### config.mk
export PLATFORM = sky130hd
export DESIGN_NAME = csr_core_regs
export DESIGN_NICKNAME = d
export VERILOG_FILES = /design/src/csr_pkg.sv /design/src/csr_core_regs.sv
export SDC_FILE = /design/constraint.sdc
export NUM_CORES = 1
export LEC_CHECK = 0
export BUFFER_PORTS_ARGS = -buffer_cell sky130_fd_sc_hd__buf_2
export CAP_MARGIN = 20
export CORE_AREA = 2 2 185 187
export CTS_CLUSTER_SIZE = 20
export DETAILED_ROUTE_END_ITERATION = 7
export DIE_AREA = 0 0 187 189
export GPL_TIMING_DRIVEN = 0
export PLACE_DENSITY = 0.5
export SLEW_MARGIN = 20
export SYNTH_ARGS = -nofsm -noshare
export SYNTH_HDL_FRONTEND = slang
export SYNTH_SLANG_ARGS = --single-unit
### constraint.sdc
create_clock -name aclk -period 10.3 [get_ports aclk]
set_input_delay 0.515 -clock aclk [delete_from_list [all_inputs] [get_ports aclk]]
set_output_delay 0.515 -clock aclk [all_outputs]
set_load 0.03 [all_outputs]
### src/csr_pkg.sv
// Constants and types for the core special register block
package csr_pkg;
   // Register slot indices; the bus byte address is four times the index
   localparam logic [7:0] ADDR_SP = 8'h81;
   localparam logic [7:0] ADDR_DPL = 8'h82;
   localparam logic [7:0] ADDR_DPH = 8'h83;
   localparam logic [7:0] ADDR_PSW = 8'hD0;
   localparam logic [7:0] ADDR_ACC = 8'hE0;
   localparam logic [7:0] ADDR_AUX = 8'hF0;
   // Extra slots: counter low/high, operation control, bank base
   localparam logic [7:0] ADDR_PCL = 8'h40;
   localparam logic [7:0] ADDR_PCH = 8'h44;
   localparam logic [7:0] ADDR_OPCTL = 8'h48;
   localparam logic [7:0] ADDR_BANK = 8'h4C;
   // Status word bit positions
   localparam int PSW_CY = 7;
   localparam int PSW_AC = 6;
   localparam int PSW_F0 = 5;
   localparam int PSW_RS1 = 4;
   localparam int PSW_RS0 = 3;
   localparam int PSW_OV = 2;
   localparam int PSW_F1 = 1;
   localparam int PSW_P = 0;
   // Reset values
   localparam logic [15:0] PC_RESET = 16'h0000;
   localparam logic [7:0] SP_RESET = 8'h07;
   localparam logic [7:0] PSW_RESET = 8'h00;
   localparam logic [7:0] DATA_RESET = 8'h00;
   // Operation codes written to the control slot
   typedef enum logic [2:0]
   {
      CSR_OP_NONE = 3'h0,
      CSR_OP_ADD = 3'h1,
      CSR_OP_ADDC = 3'h2,
      CSR_OP_SUBB = 3'h3,
      CSR_OP_MUL = 3'h4,
      CSR_OP_DIV = 3'h5,
      CSR_OP_PUSH = 3'h6,
      CSR_OP_INCDP = 3'h7
   } csr_op_t;
   localparam logic [1:0] RESP_OKAY = 2'h0;
   localparam logic [1:0] RESP_SLVERR = 2'h2;
endpackage : csr_pkg

### src/csr_core_regs.sv
// Core special registers behind an AXI4-Lite slave
//
// Design decision made here: the AXI4-Lite interface to the registers.
`timescale 1ns/100ps
module csr_core_regs
   import csr_pkg::*;
(
   input wire logic aclk,
   input wire logic aresetn,
   input wire logic [9:0] s_axi_awaddr,
   input wire logic s_axi_awvalid,
   output logic s_axi_awready,
   input wire logic [31:0] s_axi_wdata,
   input wire logic [3:0] s_axi_wstrb,
   input wire logic s_axi_wvalid,
   output logic s_axi_wready,
   output logic [1:0] s_axi_bresp,
   output logic s_axi_bvalid,
   input wire logic s_axi_bready,
   input wire logic [9:0] s_axi_araddr,
   input wire logic s_axi_arvalid,
   output logic s_axi_arready,
   output logic [31:0] s_axi_rdata,
   output logic [1:0] s_axi_rresp,
   output logic s_axi_rvalid,
   input wire logic s_axi_rready,
   output logic [15:0] instruction_counter,
   output logic [7:0] stack_top_ptr,
   output logic [15:0] data_pointer_pair,
   output logic [7:0] bank_base
);

   typedef struct packed
   {
      logic [15:0] pc;
      logic [7:0] sp;
      logic [7:0] data_ptr_low_byte;
      logic [7:0] data_ptr_high_byte;
      logic [7:0] program_status_word;
      logic [7:0] acc;
      logic [7:0] aux;
      logic aw_held;
      logic [7:0] aw_addr;
      logic w_held;
      logic [7:0] w_data;
      logic w_lane;
      logic bvalid;
      logic [1:0] bresp;
      logic rvalid;
      logic [31:0] rdata;
      logic [1:0] rresp;
   } csr_state_t;

   csr_state_t cur;
   csr_state_t next_cur;

   // Register slot index from a byte address; lanes are not decoded
   function automatic logic [7:0] csr_slot(input logic [9:0] a);
      csr_slot = a[9:2];
   endfunction : csr_slot

   // Known register slot, shared by read and write decode
   function automatic logic csr_mapped(input logic [7:0] s);
      csr_mapped = (s == ADDR_SP) || (s == ADDR_DPL) || (s == ADDR_DPH) ||
         (s == ADDR_PSW) || (s == ADDR_ACC) || (s == ADDR_AUX) ||
         (s == ADDR_PCL) || (s == ADDR_PCH) || (s == ADDR_OPCTL) ||
         (s == ADDR_BANK);
   endfunction : csr_mapped

   // Odd parity of a byte
   function automatic logic csr_parity(input logic [7:0] v);
      csr_parity = ^v;
   endfunction : csr_parity

   // One register byte in the low lane of a read word
   function automatic logic [31:0] csr_word(input logic [7:0] v);
      csr_word = {24'h000000, v};
   endfunction : csr_word

   // Byte adder; subtract adds the complement, so bit 8 is not-borrow
   function automatic logic [8:0] csr_sum9(input logic [7:0] a,
      input logic [7:0] b, input logic c, input logic sub);
      logic [7:0] bb;
      logic cc;
      bb = sub ? ~b : b;
      cc = sub ? ~c : c;
      csr_sum9 = {1'b0, a} + {1'b0, bb} + {8'h00, cc};
   endfunction : csr_sum9

   // Nibble adder for the half carry, same complement trick
   function automatic logic [4:0] csr_sum5(input logic [3:0] a,
      input logic [3:0] b, input logic c, input logic sub);
      logic [3:0] bb;
      logic cc;
      bb = sub ? ~b : b;
      cc = sub ? ~c : c;
      csr_sum5 = {1'b0, a} + {1'b0, bb} + {4'h0, cc};
   endfunction : csr_sum5

   // Signed wrap: operand signs allow it and the result sign flipped
   function automatic logic csr_wrap(input logic [7:0] a,
      input logic [7:0] b, input logic [7:0] r, input logic sub);
      logic can_wrap;
      can_wrap = sub ? (a[7] ^ b[7]) : ~(a[7] ^ b[7]);
      csr_wrap = can_wrap & (a[7] ^ r[7]);
   endfunction : csr_wrap

   logic [8:0] sum9;
   logic [4:0] sum5;
   logic [7:0] opnd;
   logic cin;
   logic is_sub;
   logic [15:0] product;
   logic [7:0] quot;
   logic [7:0] remd;
   logic wr_go;
   logic rd_go;
   logic [7:0] wb;
   logic [2:0] op;
   logic [7:0] wr_slot;
   logic [7:0] rd_slot;

   // Bus handshakes, datapath and register updates for one cycle
   always_comb
   begin
      next_cur = cur;
      wb = cur.w_data;
      op = cur.w_data[2:0];
      wr_slot = cur.aw_addr;
      rd_slot = csr_slot(s_axi_araddr);
      // Accept address and data independently, either order
      if (s_axi_awvalid && !cur.aw_held)
      begin
         next_cur.aw_held = 1'b1;
         next_cur.aw_addr = csr_slot(s_axi_awaddr);
      end
      if (s_axi_wvalid && !cur.w_held)
      begin
         next_cur.w_held = 1'b1;
         next_cur.w_data = s_axi_wdata[7:0];
         next_cur.w_lane = s_axi_wstrb[0];
      end
      // Responses drop only when the master has taken them
      if (cur.bvalid && s_axi_bready)
      begin
         next_cur.bvalid = 1'b0;
      end
      if (cur.rvalid && s_axi_rready)
      begin
         next_cur.rvalid = 1'b0;
      end
      // A held write waits while its predecessor's answer is pending
      wr_go = cur.aw_held && cur.w_held && !cur.bvalid;
      rd_go = s_axi_arvalid && !cur.rvalid;

      // Datapath: the aux register is always the second operand
      opnd = cur.aux;
      is_sub = (op == CSR_OP_SUBB);
      // Plain add ignores the old carry; the other two use it
      cin = (op == CSR_OP_ADD) ? 1'b0 : cur.program_status_word[PSW_CY];
      sum9 = csr_sum9(cur.acc, opnd, cin, is_sub);
      sum5 = csr_sum5(cur.acc[3:0], opnd[3:0], cin, is_sub);
      // Operands widened first so the high product byte is kept
      product = 16'(cur.acc) * 16'(cur.aux);
      // Divide by zero: quotient all ones, remainder keeps the dividend
      quot = (cur.aux == 8'h00) ? 8'hFF : cur.acc / cur.aux;
      remd = (cur.aux == 8'h00) ? cur.acc : cur.acc % cur.aux;

      // Apply a completed write; a cleared lane strobe writes nothing
      if (wr_go)
      begin
         next_cur.aw_held = 1'b0;
         next_cur.w_held = 1'b0;
         next_cur.bvalid = 1'b1;
         next_cur.bresp = csr_mapped(wr_slot) ? RESP_OKAY : RESP_SLVERR;
         if (cur.w_lane)
         begin
            unique case (wr_slot)
               ADDR_SP:
               begin
                  next_cur.sp = wb;
               end
               ADDR_DPL:
               begin
                  next_cur.data_ptr_low_byte = wb;
               end
               ADDR_DPH:
               begin
                  next_cur.data_ptr_high_byte = wb;
               end
               ADDR_PSW:
               begin
                  // Parity bit is overwritten again below
                  next_cur.program_status_word = wb;
               end
               ADDR_ACC:
               begin
                  next_cur.acc = wb;
               end
               ADDR_AUX:
               begin
                  next_cur.aux = wb;
               end
               ADDR_PCL:
               begin
                  next_cur.pc[7:0] = wb;
               end
               ADDR_PCH:
               begin
                  next_cur.pc[15:8] = wb;
               end
               ADDR_OPCTL:
               begin
                  unique case (op)
                     CSR_OP_ADD, CSR_OP_ADDC, CSR_OP_SUBB:
                     begin
                        next_cur.acc = sum9[7:0];
                        // Adder bit 8 is not-borrow when subtracting
                        next_cur.program_status_word[PSW_CY] = is_sub ^ sum9[8];
                        next_cur.program_status_word[PSW_AC] = is_sub ^ sum5[4];
                        next_cur.program_status_word[PSW_OV] =
                           csr_wrap(cur.acc, opnd, sum9[7:0], is_sub);
                     end
                     CSR_OP_MUL:
                     begin
                        next_cur.acc = product[7:0];
                        next_cur.aux = product[15:8];
                        next_cur.program_status_word[PSW_CY] = 1'b0;
                        // Wrap flag marks a product above one byte
                        next_cur.program_status_word[PSW_OV] = (product[15:8] != 8'h00);
                     end
                     CSR_OP_DIV:
                     begin
                        next_cur.acc = quot;
                        next_cur.aux = remd;
                        next_cur.program_status_word[PSW_CY] = 1'b0;
                        // Wrap flag marks a divide by zero
                        next_cur.program_status_word[PSW_OV] = (cur.aux == 8'h00);
                     end
                     CSR_OP_PUSH:
                     begin
                        // Pre-increment: first push after reset lands at 08H
                        next_cur.sp = cur.sp + 8'h01;
                     end
                     CSR_OP_INCDP:
                     begin
                        // Carry from the low byte ripples into the high byte
                        {next_cur.data_ptr_high_byte, next_cur.data_ptr_low_byte} =
                           {cur.data_ptr_high_byte, cur.data_ptr_low_byte} + 16'h0001;
                     end
                     CSR_OP_NONE:
                     begin
                        // Step the counter as one fetch would
                        next_cur.pc = cur.pc + 16'h0001;
                     end
                  endcase
               end
               default:
               begin
                  // Unmapped and read-only slots leave all register state alone
                  next_cur.pc = cur.pc;
               end
            endcase
         end
      end

      // Parity tracks whatever the accumulator will hold
      next_cur.program_status_word[PSW_P] = csr_parity(next_cur.acc);

      // Read data captured at the accepting edge, held until taken
      if (rd_go)
      begin
         next_cur.rvalid = 1'b1;
         next_cur.rresp = csr_mapped(rd_slot) ? RESP_OKAY : RESP_SLVERR;
         unique case (rd_slot)
            ADDR_SP:
            begin
               next_cur.rdata = csr_word(cur.sp);
            end
            ADDR_DPL:
            begin
               next_cur.rdata = csr_word(cur.data_ptr_low_byte);
            end
            ADDR_DPH:
            begin
               next_cur.rdata = csr_word(cur.data_ptr_high_byte);
            end
            ADDR_PSW:
            begin
               next_cur.rdata = csr_word(cur.program_status_word);
            end
            ADDR_ACC:
            begin
               next_cur.rdata = csr_word(cur.acc);
            end
            ADDR_AUX:
            begin
               next_cur.rdata = csr_word(cur.aux);
            end
            ADDR_PCL:
            begin
               next_cur.rdata = csr_word(cur.pc[7:0]);
            end
            ADDR_PCH:
            begin
               next_cur.rdata = csr_word(cur.pc[15:8]);
            end
            ADDR_BANK:
            begin
               // Base of the selected working bank, eight bytes per bank
               next_cur.rdata = csr_word({3'h0, cur.program_status_word[PSW_RS1],
                  cur.program_status_word[PSW_RS0], 3'h0});
            end
            default:
            begin
               // Unmapped slots and the write-only control slot read zero
               next_cur.rdata = 32'h00000000;
            end
         endcase
      end
   end

   // Single register stage for the whole state
   always_ff @(posedge aclk)
   begin
      if (!aresetn)
      begin
         // Handshake state clears: slots free, no answers pending
         cur <= '0;
         cur.pc <= PC_RESET;
         cur.sp <= SP_RESET;
         cur.program_status_word <= PSW_RESET;
         cur.acc <= DATA_RESET;
         cur.aux <= DATA_RESET;
         cur.data_ptr_low_byte <= DATA_RESET;
         cur.data_ptr_high_byte <= DATA_RESET;
      end
      else
      begin
         cur <= next_cur;
      end
   end

   // Bus outputs straight from the state register
   assign s_axi_awready = !cur.aw_held;
   assign s_axi_wready = !cur.w_held;
   assign s_axi_bvalid = cur.bvalid;
   assign s_axi_bresp = cur.bresp;
   assign s_axi_arready = !cur.rvalid;
   assign s_axi_rvalid = cur.rvalid;
   assign s_axi_rdata = cur.rdata;
   assign s_axi_rresp = cur.rresp;
   // Core-facing views of the counter and pointers
   assign instruction_counter = cur.pc;
   assign stack_top_ptr = cur.sp;
   assign data_pointer_pair = {cur.data_ptr_high_byte, cur.data_ptr_low_byte};
   // Working bank base address: bank select times eight
   assign bank_base = {3'h0, cur.program_status_word[PSW_RS1], cur.program_status_word[PSW_RS0], 3'h0};

endmodule : csr_core_regs

### Word-level counts from Yosys, hierarchy flattened

Index checks and enable logic that the tools add are counted.

| storage, ports and cells | value |
|---|---|
| bits in registers | 121 |
| input port bits | 63 |
| output and inout bits | 89 |

| cells by class | value |
|---|---|
| add/sub/neg operators | 7 |
| multiply operators | 1 |
| divide/modulo/power cells | 2 |
| equal/unequal tests | 34 |
| mux-type cells | 34 |
| bitwise logic cells | 10 |
| reductions and logical operators | 55 |

Operators with widths:

| operator | number |
|---|---|
| one-hot mux 8 bit (2 select lines) | 8 |
| == test 8 bit, second input constant | 12 |
| one-hot mux 8 bit (9 select lines) | 1 |
| == test 8 x 7 -> 1 bit, second input constant | 8 |
| two-way mux 16 bit | 3 |
| AND reduction 4 bit | 9 |
| two-way mux 35 bit | 1 |
| adder 16 x 1 -> 16 bit, second input constant | 2 |
| two-way mux 8 bit | 4 |
| one-hot mux 8 bit (3 select lines) | 1 |
| logical OR 1 bit | 18 |
| nonzero test 2 bit | 9 |
| two-way mux 17 bit | 1 |
| multiplier 8 x 8 -> 16 bit | 1 |
| == test 3 bit, second input constant | 4 |
| adder 8 x 8 -> 9 bit | 1 |
| adder 9 x 1 -> 9 bit | 1 |
| two-way mux 9 bit | 1 |
| adder 8 x 1 -> 8 bit, second input constant | 1 |
| divider 8 x 8 -> 8 bit | 1 |
| zero test 8 bit | 1 |
| remainder unit 8 x 8 -> 8 bit | 1 |
| != test 2 x 1 -> 1 bit, second input constant | 4 |
| NOT 8 bit | 1 |
| other kinds (26) | 49 |

### Longest topological paths before layout

Gate-level depths: netlist of the first run.

| logic depth | value |
|---|---|
| depth in word-level cells | 12 |
| gate-level depth with buffers | 54 |

### Least setup slack after synthesis of the first run

No wires, ideal clock.

| path | value |
|---|---|
| path type | register to register |
| start | register cur (netlist bit opnd[0]) |
| end | register cur (netlist bit opnd[1]) |
| library setup time | 132 ps |
| arrival time | 10816 ps |
| data required time | 10168 ps |
| setup slack | -648 ps |
| cell stages (with the launch flop) | 48 |
| buffers on the path | 2 |
| path through | dfxtp_1 > clkbuf_1 > inv_1 > ha_1 > a21oi_1 > ha_1 > or3_1 > nand3_1 > nor3b_1 > nor2_1 > ha_1 > or2_1 > o22a_1 > and2_1 > mux2_2 > ha_1 > a21oi_1 > a21boi_0 > [12 not listed] > mux2_2 > ha_1 > and2_1 > a22o_1 > a311oi_1 > nor2_1 > clkbuf_1 > mux2_2 > ha_1 > nand3_1 > nor2_1 > a211oi_1 > a21oi_1 > a211oi_2 > mux2_2 > a211o_1 > o211ai_1 > a21oi_1 |

| on the way | value |
|---|---|
| word-level cells in the longest chain between the ends | 4 |

Ends and longest elaborated chain:

| element | line | text |
|---|---|---|
| from (decl) | csr_core_regs.sv:54 | `csr_state_t cur;` |
| from (signal assigned) | csr_core_regs.sv:340 | `cur <= next_cur;` |
| remainder unit 8 x 8 -> 8 bit / zero test 8 bit (equally long branches) | csr_core_regs.sv:167 | `remd = (cur.aux == 8'h00) ? cur.acc : cur.acc % cur.aux;` |
| two-way mux 8 bit | csr_core_regs.sv:167 |  |
| one-hot mux 8 bit (2 select lines) (*) | csr_core_regs.sv:214 | `unique case (op)` |
| one-hot mux 8 bit (2 select lines) (*) | csr_core_regs.sv:178 | `unique case (wr_slot)` |

Every way passes the cells marked *; elsewhere a longest branch is shown, timed or not.
A chain may end at the register's enable or synchronous reset.

### Worst setup path after layout of the first run

| path | value |
|---|---|
| start | register cur (netlist bit opnd[7]) |
| end | register cur (netlist bit opnd[1]) |

The elaborated chain is that of the path after synthesis.

==> metrics.md, run 1 <==
| Metric | Value |
|---|---|
| Layout overhead on the synthesized area | 22.4% |
| Mapped cell area | 10800 sq um |
| Post-Route Utilization | about two fifths |
| Deepest level of the CTS H-tree | 3 |
| Drt wl/cell | 20.1 um |
| I/O pins | 152 |
| Number of buffers inserted by hold repair at cts | 0 |
| Clock latency reported for the late side of the worst-skew pair | 0.37 ns |
| Finish-stage setup viols | 5 |
| Area of the die | 35300 sq um |
| Flops & latches, synth | 95 |
| Biggest area consumer among synthesized cells | dfxtp_1 |
| Biggest area contributors in the synthesized netlist | dfxtp_1 (18%), ha_1 (10%), fa_1 (7.2%), buf_4 (5.9%), nand2_1 (5.2%) |
| Setup crit end kind | flop |
| Part of the Yosys area used for sequential elements | around 18% |
| Violations in the final reports | setup timing |
| CTS tree | done |
| Headroom to the max-slew limit | 29.9% |
| Arrival time worst endpoint | 10.65 ns |
| Outcome | complete, but fails checks |
| Placed instance count | ~2000 |
| Maximum net fanout on the critical path | 7 |
| Minimum setup slack in the final design | -0.142 ns |
| Critical Path Max Stage Delay | 0.38 ns |
| Number of synthesized flops with an enable pin | 0 |
| Category of the worst setup path launch point | flop |
| Port Buffer Count | 86 |
| Via Count | 10900 |
| Most used cell, CP | a21oi_2 |
| Period utilization | 101% |
| Path class of the lowest-slack min-delay path | in2reg |
| Peak supply drop | just under 0.08 mV |
| Clock Path Buffers | 2 |
| Primary FF master, synth | dfxtp_1 |
| RSZ-0062 raised after global routing | true |
| Final hold violation count | 0 |
| Clock root buffer | clkbuf_16 |
| DRC | 0 |
| FFs w/ async S/R, synth | 0% |
| Cell row count | 67 |
| Average cell area after synthesis | about 7.8 sq um |
| Die X-Extent | between 150 and 200 um |
| Core area | 33300 sq um |
| Share of layout cells above drive strength 1 | 25.6% |
| Detail-routed via count per cell | 5.39 |
| Number of clock sinks | 95 |
| Detailed-router iteration count before antenna repair | 6 |
| Post-layout minimum cycle time | 10.44 ns |
| Initial cell density of the core | 32.5% |
| Static Leak | 5.74 nW |
| HPWL after detailed placement | 30.2 mm |
| Maximum clock skew at final layout | roughly 0.0091 ns |
| Via count of the first global-routing pass | 10400 |
| Count of nets left with antenna violations after detail routing | 0 |
| Met2 GRT Util | between 30% and 40% |
| Weighted congestion reported at the end of routability-driven placement | 0.934 |
| Met1 GRT Util | 31.6% |
| Pin count of the biggest net entering global routing | 18 |
| Cts bufs inserted | 9 |
| Max Transition Viols Final | 0 |
| Wire length of the first global-routing pass | 61.7 mm |
| Ys Warns | 0 |
| Final cell count without fillers | 2027 |
| Number of nets in the layout | 1764 |
| Share of Yosys cell area claimed by the top area cell type | 17.6% |
| Power density over the cells | 66.9 nW/um^2 |
| Max_cap viols | 0 |
| Worst Hold Slack | ~0.32 ns |
| Die outline height | about 190 um |
| Total GRT Usage | 22.6% |
| Max Fclk | ~96 MHz |
| Number of antenna violations at the first check in global routing | 0 |
| Number of standard cells after synthesis | 1396 |
| Pre-CTS WS | -1.85 ns |
| Cell type of the slowest stage on the worst timing path | fa_2 |
| Critical path class | reg2reg |
| Congestion Overflow GR | 0 |
| First DRT Iteration DRCs | 985 |
| GR met3 Demand/Resource | about 2.5% |
| Antenna diode count | 0 |
| Most used routing layer in global routing | met2 |
| Actual transition at the worst max-transition pin | between 1 and 1.5 ns |
| Drt total wl | ~41 mm |
| Register clock-pin slew on the reported worst setup and hold paths | ~0.070 ns |
| Critical path data required time | 10.51 ns |
| Count of cell types in the netlist | just over 100 |
cell type report:
cell class | count | area (sq um)
fill | 3490 | 20000
multi-input combinational | 1103 | 8330
sequential | 95 | 1910
buffer | 153 | 1030
timing repair buffer | 137 | 836
tap | 448 | 561
inverter | 75 | 285
clock buffer | 9 | 225
clock inverter | 7 | 80.1
logic make-up after synthesis:
family | Yosys count | share of synthesized area (%)
multiplexers | 49 | 4.85
buffers and inverters | 229 | 11.9
other | 1 | 0.0346
flip-flops | 95 | 17.6
adder cells (fa/ha/maj) | 127 | 17.4
XOR/XNOR | 52 | 4.40
AO/OA/AOI/OAI | 369 | 22.1
AND/OR/NAND/NOR | 474 | 21.8
per-layer routing:
metal / part of all wire (%) / wire length (um)
met1: 46 / 18700
met2: 46 / 18600
met4: 2.4 / 968
met3: 6.2 / 2540
met5: 0 / 0
synthesized netlist by cell type, types with 4 or more instances:
library cell / count
buf_4: 85
a21oi_1: 101
and3_1: 20
o31ai_1: 10
inv_1: 73
and2_1: 25
a221oi_1: 9
nor2b_1: 16
o21ai_1: 7
buf_6: 6
o21a_1: 9
fa_1: 39
xnor2_1: 33
or2_2: 5
buf_2: 7
o22ai_1: 15
mux2_2: 20
or3_1: 5
dfxtp_1: 95
nor4_1: 6
a21boi_0: 5
mux2i_1: 27
nand2b_1: 14
clkbuf_1: 48
xor2_1: 17
and4_1: 4
nand3b_1: 11
o21ai_0: 80
a311oi_1: 5
nand4_1: 9
a22oi_1: 23
a31oi_1: 15
ha_1: 88
nor2_1: 120
a21o_1: 11
nand2_1: 151
nor3_1: 26
a211oi_1: 19
o211ai_1: 12
nand3_1: 30
per-stage QoR:
step                area (sq um)  setup TNS, ns  power [W]
floorplan                  11100              0   0.000486
global placement           12100         -14.10   0.000527
detailed placement         12100         -15.86   0.000526
CTS                        12800              0   0.000885
global route               13300          -4.54   0.000914
finish                     13300         -0.474   0.000886
critical path, delay by kind of cell (launching register included):
kind | cells | cell delay (ns)
AOI/OAI and AO/OA | 23 | 4.09
and+or+nand+nor | 13 | 1.94
adders and majority gates | 7 | 1.77
muxes | 5 | 1.54
buffers and inverters | 3 | 0.43
DFF | 1 | 0.33
xor gates and xnor gates | 1 | 0.16
state kept, by name, summed over array words and instances, names as in the netlist:
register             flops
bank_base                2
cur                     17
data_pointer_pair       16
instruction_counter     16
opnd                     8
s_axi_bresp              1
s_axi_bvalid             1
s_axi_rdata              8
s_axi_rresp              1
s_axi_rvalid             1
stack_top_ptr            8
wb                       8
wr_slot                  8
timing repair:
action | in CTS | in global routing
resized for setup | 51 | 58
pin swaps | 22 | 50
setup buffers | 33 | 20
endpoints found under the setup margin | 10 | 10
worst paths after layout:
check,cells after the start,to,start,slack (ns)
setup / recovery,52,opnd[1],opnd[7],-0.14
hold / removal,2,s_axi_rvalid,s_axi_rready,0.32
setup reg to reg,52,opnd[1],opnd[7],-0.14
hold reg to reg,2,cur[38],cur[38],0.50
power breakdown:
group          total, W  leakage [nW]  switching, W  internal [W]
registers      0.000383         0.774    0.00000874      0.000374
clock network  0.000364         0.148      0.000172      0.000192
logic          0.000139          4.82     0.0000910     0.0000478
total          0.000886          5.74      0.000272      0.000614
layout by cell type (no fill, tap or decap), types with 17 or more instances in the layout:
cell      count
and2_1       24
a211oi_1     17
a22oi_1      23
conb_1       32
ha_1         71
and3_1       20
xor2_1       17
nand2_1     146
mux2i_1      25
dfxtp_1      90
buf_4       131
nor2_1      113
xnor2_1      32
clkbuf_1     44
nand3_1      28
a21oi_1      87
o21ai_0      72
nor3_1       25
fa_1         38
buf_2        91
inv_1        72
(Power assumes the default switching activity.)
==> inputs of run 2 (changes only) <==
--- a/config.mk
+++ b/config.mk
@@ -5,9 +5,10 @@
 export SDC_FILE = /design/constraint.sdc
 export NUM_CORES = 1
 export LEC_CHECK = 0
-export BUFFER_PORTS_ARGS = -buffer_cell sky130_fd_sc_hd__buf_2
+export BUFFER_PORTS_ARGS = -buffer_cell sky130_fd_sc_hd__buf_4
 export CAP_MARGIN = 20
 export CORE_AREA = 2 2 185 187
+export CTS_BUF_LIST = sky130_fd_sc_hd__clkbuf_8
 export CTS_CLUSTER_SIZE = 20
 export DETAILED_ROUTE_END_ITERATION = 7
 export DIE_AREA = 0 0 187 189
==> run 2 against run 1 <==
  * The flow now finishes without violations
  * Critical path depth fell by 2
  * Sequential share of layout area fell by 0.091 points
  * Global-route usage barely moved
  * First-iteration DRC count fell by 6.1%
  * Clock skew rose by 0.0059 ns
  * Highest routed layer unchanged
  * Die area did not move
  * Routed wire length rose by 0.38%
  * Sequential power barely moved
  * Hold slack got worse by 0.041 ns
  * Fmax rose by 1.8%
  * Flip-flop and latch count did not move
  * Register-to-register slack improved by 0.19 ns
  * Critical endpoint unchanged
==> metrics.md, run 2 (same netlist as run 1, synthesis figures left out) <==
| Metric | Value |
|---|---|
| First DRT Iteration DRCs | 925 |
| Critical Path Max Stage Delay | approximately 0.40 ns |
| Setup crit end kind | flop |
| Maximum clock skew at final layout | approximately 0.015 ns |
| Cell row count | 67 |
| Die X-Extent | 187 um |
| Number of clock sinks | 95 |
| Drt total wl | ~40 mm |
| Total GRT Usage | 22.6% |
| Antenna diode count | 0 |
| Most frequent cells in the layout | buf_4 (212), nand2_1 (145), nor2_1 (115) |
| Weighted congestion reported at the end of routability-driven placement | 0.920 |
| Outcome | finished, final reports clean |
| I/O pins | 152 |
| Count of nets left with antenna violations after detail routing | 0 |
| DRC | 0 |
| Core area | 33300 sq um |
| Deepest level of the CTS H-tree | 3 |
| Clock root buffer | clkbuf_8 |
| Via count of the first global-routing pass | 10400 |
| Most used cell, CP | a21oi_2 |
| Category of the worst setup path launch point | flop |
| Max FFs per register | 17 |
| Commonest non-fill, non-tap cell in the layout | buf_4 |
| Path class of the lowest-slack min-delay path | in2reg |
| Arrival time worst endpoint | around 11 ns |
| Detailed-router iteration count before antenna repair | 6 |
| Met2 GRT Util | 37.4% |
| Number of buffers inserted by hold repair at cts | 0 |
| Register clock-pin slew on the reported worst setup and hold paths | 0.11 ns |
| Headroom to the max-slew limit | a little over 30% |
| Drt wl/cell | 20.2 um |
| Period utilization | 99.5% |
| Cts bufs inserted | 9 |
| Layout overhead on the synthesized area | 23.2% |
| Number of antenna violations at the first check in global routing | 0 |
| Pin count of the biggest net entering global routing | 16 |
| CTS tree | done |
| Number of nets in the layout | about 1800 |
| Static Leak | 5.72 nW |
| Total of fill cells in the finished design | 3465 |
| HPWL after detailed placement | 30.6 mm |
| Max Transition Viols Final | 0 |
| Peak supply drop | 0.0642 mV |
| Post-layout minimum cycle time | 10.25 ns |
| Clock Path Buffers | 2 |
| Port Buffer Count | 86 |
| Storage element area | 1910 sq um |
| Wire length of the first global-routing pass | 61.5 mm |
| Critical path data required time | roughly 11 ns |
| Max Fclk | 97.5 MHz |
| Actual transition at the worst max-transition pin | 1.04 ns |
| Final hold violation count | 0 |
| Area of the die | 35300 sq um |
| Footprint of the multi-input gates | 8340 sq um |
| Cell type of the slowest stage on the worst timing path | fa_2 |
| Placed instance count | 1961 |
| Met1 GRT Util | 31.0% |
| Via Count | 11000 |
| Total chip power | 0.000782 W |
| Finish-stage setup viols | 0 |
| RSZ-0062 raised after global routing | true |
| Final cell count without fillers | 2023 |
| Power density over the cells | 58.6 nW/um^2 |
| Most used routing layer in global routing | met2 |
| Largest register by flop count | cur |
| Congestion Overflow GR | 0 |
| Share of layout cells above drive strength 1 | 25.2% |
| Minimum setup slack among reg-to-reg paths | 0.05 ns |
| Detail-routed via count per cell | 5.41 |
| Post-Route Utilization | 40.1% |
| Initial cell density of the core | approximately 33% |
| Clock latency reported for the late side of the worst-skew pair | between 0.4 and 0.5 ns |
| Critical path class | reg2reg |
| Maximum net fanout on the critical path | 8 |
| Max_cap viols | 0 |
| GR met3 Demand/Resource | 2.34% |
| Worst Hold Slack | 0.283 ns |
| Die outline height | 189 um |
[run 2: path summary, 6_finish.rpt]
path | startpoint | end | cells after the start
worst max register to register | opnd[4] | opnd[1] | 50
worst max-delay path | opnd[4] | opnd[1] | 50
worst min register to register | s_axi_bresp[1] | s_axi_bresp[1] | 2
worst min-delay path | s_axi_rready | s_axi_rvalid | 2
[run 2: critical path, delay by kind of cell (launching register included)]
family / cells / cell delay, ns
flip-flops: 1 / 0.35
AO/OA/AOI/OAI: 22 / 3.79
AND/OR/NAND/NOR: 12 / 1.85
multiplexers: 6 / 1.89
buffers and inverters: 3 / 0.46
adder cells (fa/ha/maj): 7 / 1.69
[run 2: where the power goes]
part / switching (W) / internal, W / leakage, nW / total, W
combinational: 0.0000923 / 0.0000531 / 4.85 / 0.000145
sequential: 0.00000883 / 0.000375 / 0.774 / 0.000383
clock: 0.000153 / 0.000101 / 0.0918 / 0.000254
total: 0.000254 / 0.000528 / 5.72 / 0.000782
[run 2: repair_timing]
item / 4_1_cts / 5_1_grt
buffers inserted: 33 / 18
resized for setup: 58 / 55
setup endpoints to repair: 10 / 9
pin swaps: 21 / 24
[run 2: layer usage]
metal | vias to the layer above | part of all wire [%]
met5 | - | 0
met4 | 0 | 2.4
met3 | 56 | 5.6
met2 | 387 | 46
met1 | 5326 | 46
li1 | 5185 | -
[run 2: stage by stage]
step	setup slack (ns)	setup TNS (ns)	area, sq um
after global routing	-0.309	-1.89	13300
final	0.0470	0	13300
after CTS	0.00991	0	13000
after global placement	-1.79	-15.39	12300
after detailed placement	-1.94	-17.11	12300
after floorplan	0.000554	0	11100
[run 2: area by class of cell]
type / count / share of cell area, %
clock inverters: 4 / 0.225
inverters: 75 / 2.14
well taps: 448 / 4.20
repair buffers: 135 / 7.82
plain buffers: 152 / 7.65
clock buffers: 11 / 1.13
flip-flops and latches: 95 / 14.3
multi-input cells: 1103 / 62.5
==> inputs of run 3 (changes only) <==
--- a/config.mk
+++ b/config.mk
@@ -9,11 +9,12 @@
 export CAP_MARGIN = 20
 export CORE_AREA = 2 2 185 187
 export CTS_BUF_LIST = sky130_fd_sc_hd__clkbuf_8
+export CTS_CLUSTER_DIAMETER = 60
 export CTS_CLUSTER_SIZE = 20
 export DETAILED_ROUTE_END_ITERATION = 7
 export DIE_AREA = 0 0 187 189
 export GPL_TIMING_DRIVEN = 0
-export PLACE_DENSITY = 0.5
+export PLACE_DENSITY = 0.48
 export SLEW_MARGIN = 20
 export SYNTH_ARGS = -nofsm -noshare
 export SYNTH_HDL_FRONTEND = slang
==> constraint.sdc (replaced) <==
create_clock -name aclk -period 13.1 [get_ports aclk]
set_input_delay 0.655 -clock aclk [delete_from_list [all_inputs] [get_ports aclk]]
set_output_delay 0.655 -clock aclk [all_outputs]
set_load 0.03 [all_outputs]
==> run 3 against run 2 <==
  * Non-clock buffer count down 41
  * Cell count down 2.0%
  * Highest routed layer unchanged
  * Largest power group unchanged
  * Clock power down 7%
  * Utilization down 2.7 points
  * Largest cell class unchanged
  * Sequential power down 21%
  * Global-route usage up 0.21 points
==> metrics.md, run 3 (same netlist as run 1, synthesis figures left out) <==
| Metric | Value |
|---|---|
| Max Fclk | ~81 MHz |
| Largest register by flop count | cur |
| Number of clock sinks | 95 |
| Path class of the lowest-slack min-delay path | in2reg |
| Clock latency reported for the late side of the worst-skew pair | between 0.4 and 0.5 ns |
| Post-layout minimum cycle time | 12.41 ns |
| Weighted congestion reported at the end of routability-driven placement | 0.911 |
| Commonest non-fill, non-tap cell in the layout | buf_4 |
| Maximum net fanout on the critical path | 10 |
| Wire length of the first global-routing pass | 62.1 mm |
| Final hold violation count | 0 |
| Register clock-pin slew on the reported worst setup and hold paths | 0.12 ns |
| Headroom to the max-slew limit | between 20% and 30% |
| Congestion Overflow GR | 0 |
| Via count of the first global-routing pass | 10400 |
| Number of buffers inserted by hold repair at cts | 0 |
| Core area | 33300 sq um |
| Share of layout cells above drive strength 1 | 18.1% |
| Pre-CTS WS | -0.346 ns |
| Most frequent cells in the layout | buf_4 (177), nand2_1 (151), nor2_1 (120) |
| Detailed-router iteration count before antenna repair | 5 |
| HPWL after detailed placement | around 31 mm |
| Category of the worst setup path launch point | flop |
| Most used cell, CP | ha_1 |
| First DRT Iteration DRCs | 991 |
| Detail-routed via count per cell | 5.37 |
| Layout overhead on the synthesized area | 14.9% |
| Total GRT Usage | 22.8% |
| Worst Hold Slack | 0.404 ns |
| Maximum clock skew at final layout | between 0.02 and 0.025 ns |
| Die X-Extent | 187 um |
| Cts bufs inserted | 9 |
| Cell row count | between 60 and 70 |
| Initial cell density of the core | 32.5% |
| Final design area excluding fillers | 12400 sq um |
| Power density over the cells | 52.4 nW/um^2 |
| Setup crit end kind | flop |
| Number of antenna violations at the first check in global routing | 0 |
| Period utilization | 94.8% |
| Critical Path Max Stage Delay | 0.45 ns |
| Die outline height | between 150 and 200 um |
| Max_cap viols | 0 |
| Max FFs per register | 17 |
| Critical path class | reg2reg |
| Area of the die | 35300 sq um |
| Clock Path Buffers | 2 |
| Finish-stage setup viols | 0 |
| Via Count | 10600 |
| Peak supply drop | 0.0473 mV |
| Static Leak | around 5.4 nW |
| Pin count of the biggest net entering global routing | 17 |
| Outcome | finished, final reports clean |
| Drt wl/cell | 20.4 um |
| Clock root buffer | clkbuf_8 |
| Drt total wl | 40.4 mm |
| Arrival time worst endpoint | 12.68 ns |
| Count of nets left with antenna violations after detail routing | 0 |
| Deepest level of the CTS H-tree | 3 |
| Total chip power | 0.000652 W |
| Cell type of the slowest stage on the worst timing path | dfxtp_2 |
| Max Transition Viols Final | 0 |
| Actual transition at the worst max-transition pin | 1.06 ns |
| Minimum setup slack in the final design | 0.687 ns |
| Number of nets in the layout | 1720 |
| DRC | 0 |
| Port Buffer Count | 86 |
| Critical path data required time | ~13 ns |
| I/O pins | 152 |
| Antenna diode count | 0 |
| CTS tree | done |
| Post-placement cell area | 12200 sq um |
-- run 3: changes by cell type in the layout (fill, tap and decap cells not counted), sizes merged --
cell      delta
inv          +3
bufinv       +2
clkinvlp     -1
buf         -43
clkinv       -1
-- run 3: through the flow --
stage                     utilization, %  setup TNS, ns  instances
after floorplan                        -              0       1427
after global placement              36.5          -1.62       1961
after detailed placement            36.5          -1.42       1961
after CTS                           37.2              0       1977
after global routing                37.4        -0.0173       1983
final                               37.4              0       1983
-- run 3: repair_timing --
| action | CTS | global route |
|---|---|---|
| gates resized for setup | 3 | 4 |
| setup endpoints to repair | 7 | 9 |
| setup buffers | 0 | 6 |
| pin swaps | 0 | 3 |
| endpoints found under the hold margin | 0 | 0 |
-- run 3: power by group --
group | total, W | leakage (nW) | switching (W) | internal [W]
combinational | 0.000113 | 4.51 | 0.0000718 | 0.0000409
clock | 0.000236 | 0.113 | 0.000128 | 0.000109
sequential | 0.000302 | 0.771 | 0.00000751 | 0.000295
-- run 3: layout make-up --
cell class                 count  area [sq um]
tap                          448           561
sequential                    95          1900
buffer                       154          1010
clock buffer                   9           124
fill                        3620         20800
multi-input combinational   1103          7780
clock inverter                 7          96.3
inverter                      75           282
timing repair buffer          92           691
-- run 3: critical path: cells and delay by family (launching register included) --
family                   cells  cell delay, ns
AO/OA/AOI/OAI               19            4.67
XOR/XNOR                     1            0.08
adder cells (fa/ha/maj)      8            2.52
buffers and inverters        3            0.86
flip-flops                   1            0.45
multiplexers                 4            1.41
AND/OR/NAND/NOR             13            2.23
-- run 3: final timing paths --
check / from / endpoint / slack, ns / depth (start not counted)
min reg2reg: cur[38] / cur[38] / 0.50 / 2
min: s_axi_rready / s_axi_rvalid / 0.40 / 2
max: opnd[0] / opnd[4] / 0.69 / 48
max reg2reg: opnd[0] / opnd[4] / 0.69 / 48
-- run 3: metal layers --
metal | GRT usage, % | wire (um) | share of wire (%)
met5 | 0 | 0 | 0
met4 | 7.05 | 1110 | 2.8
met3 | 3.28 | 2630 | 6.5
met2 | 36.8 | 18100 | 45
met1 | 31.4 | 18500 | 46
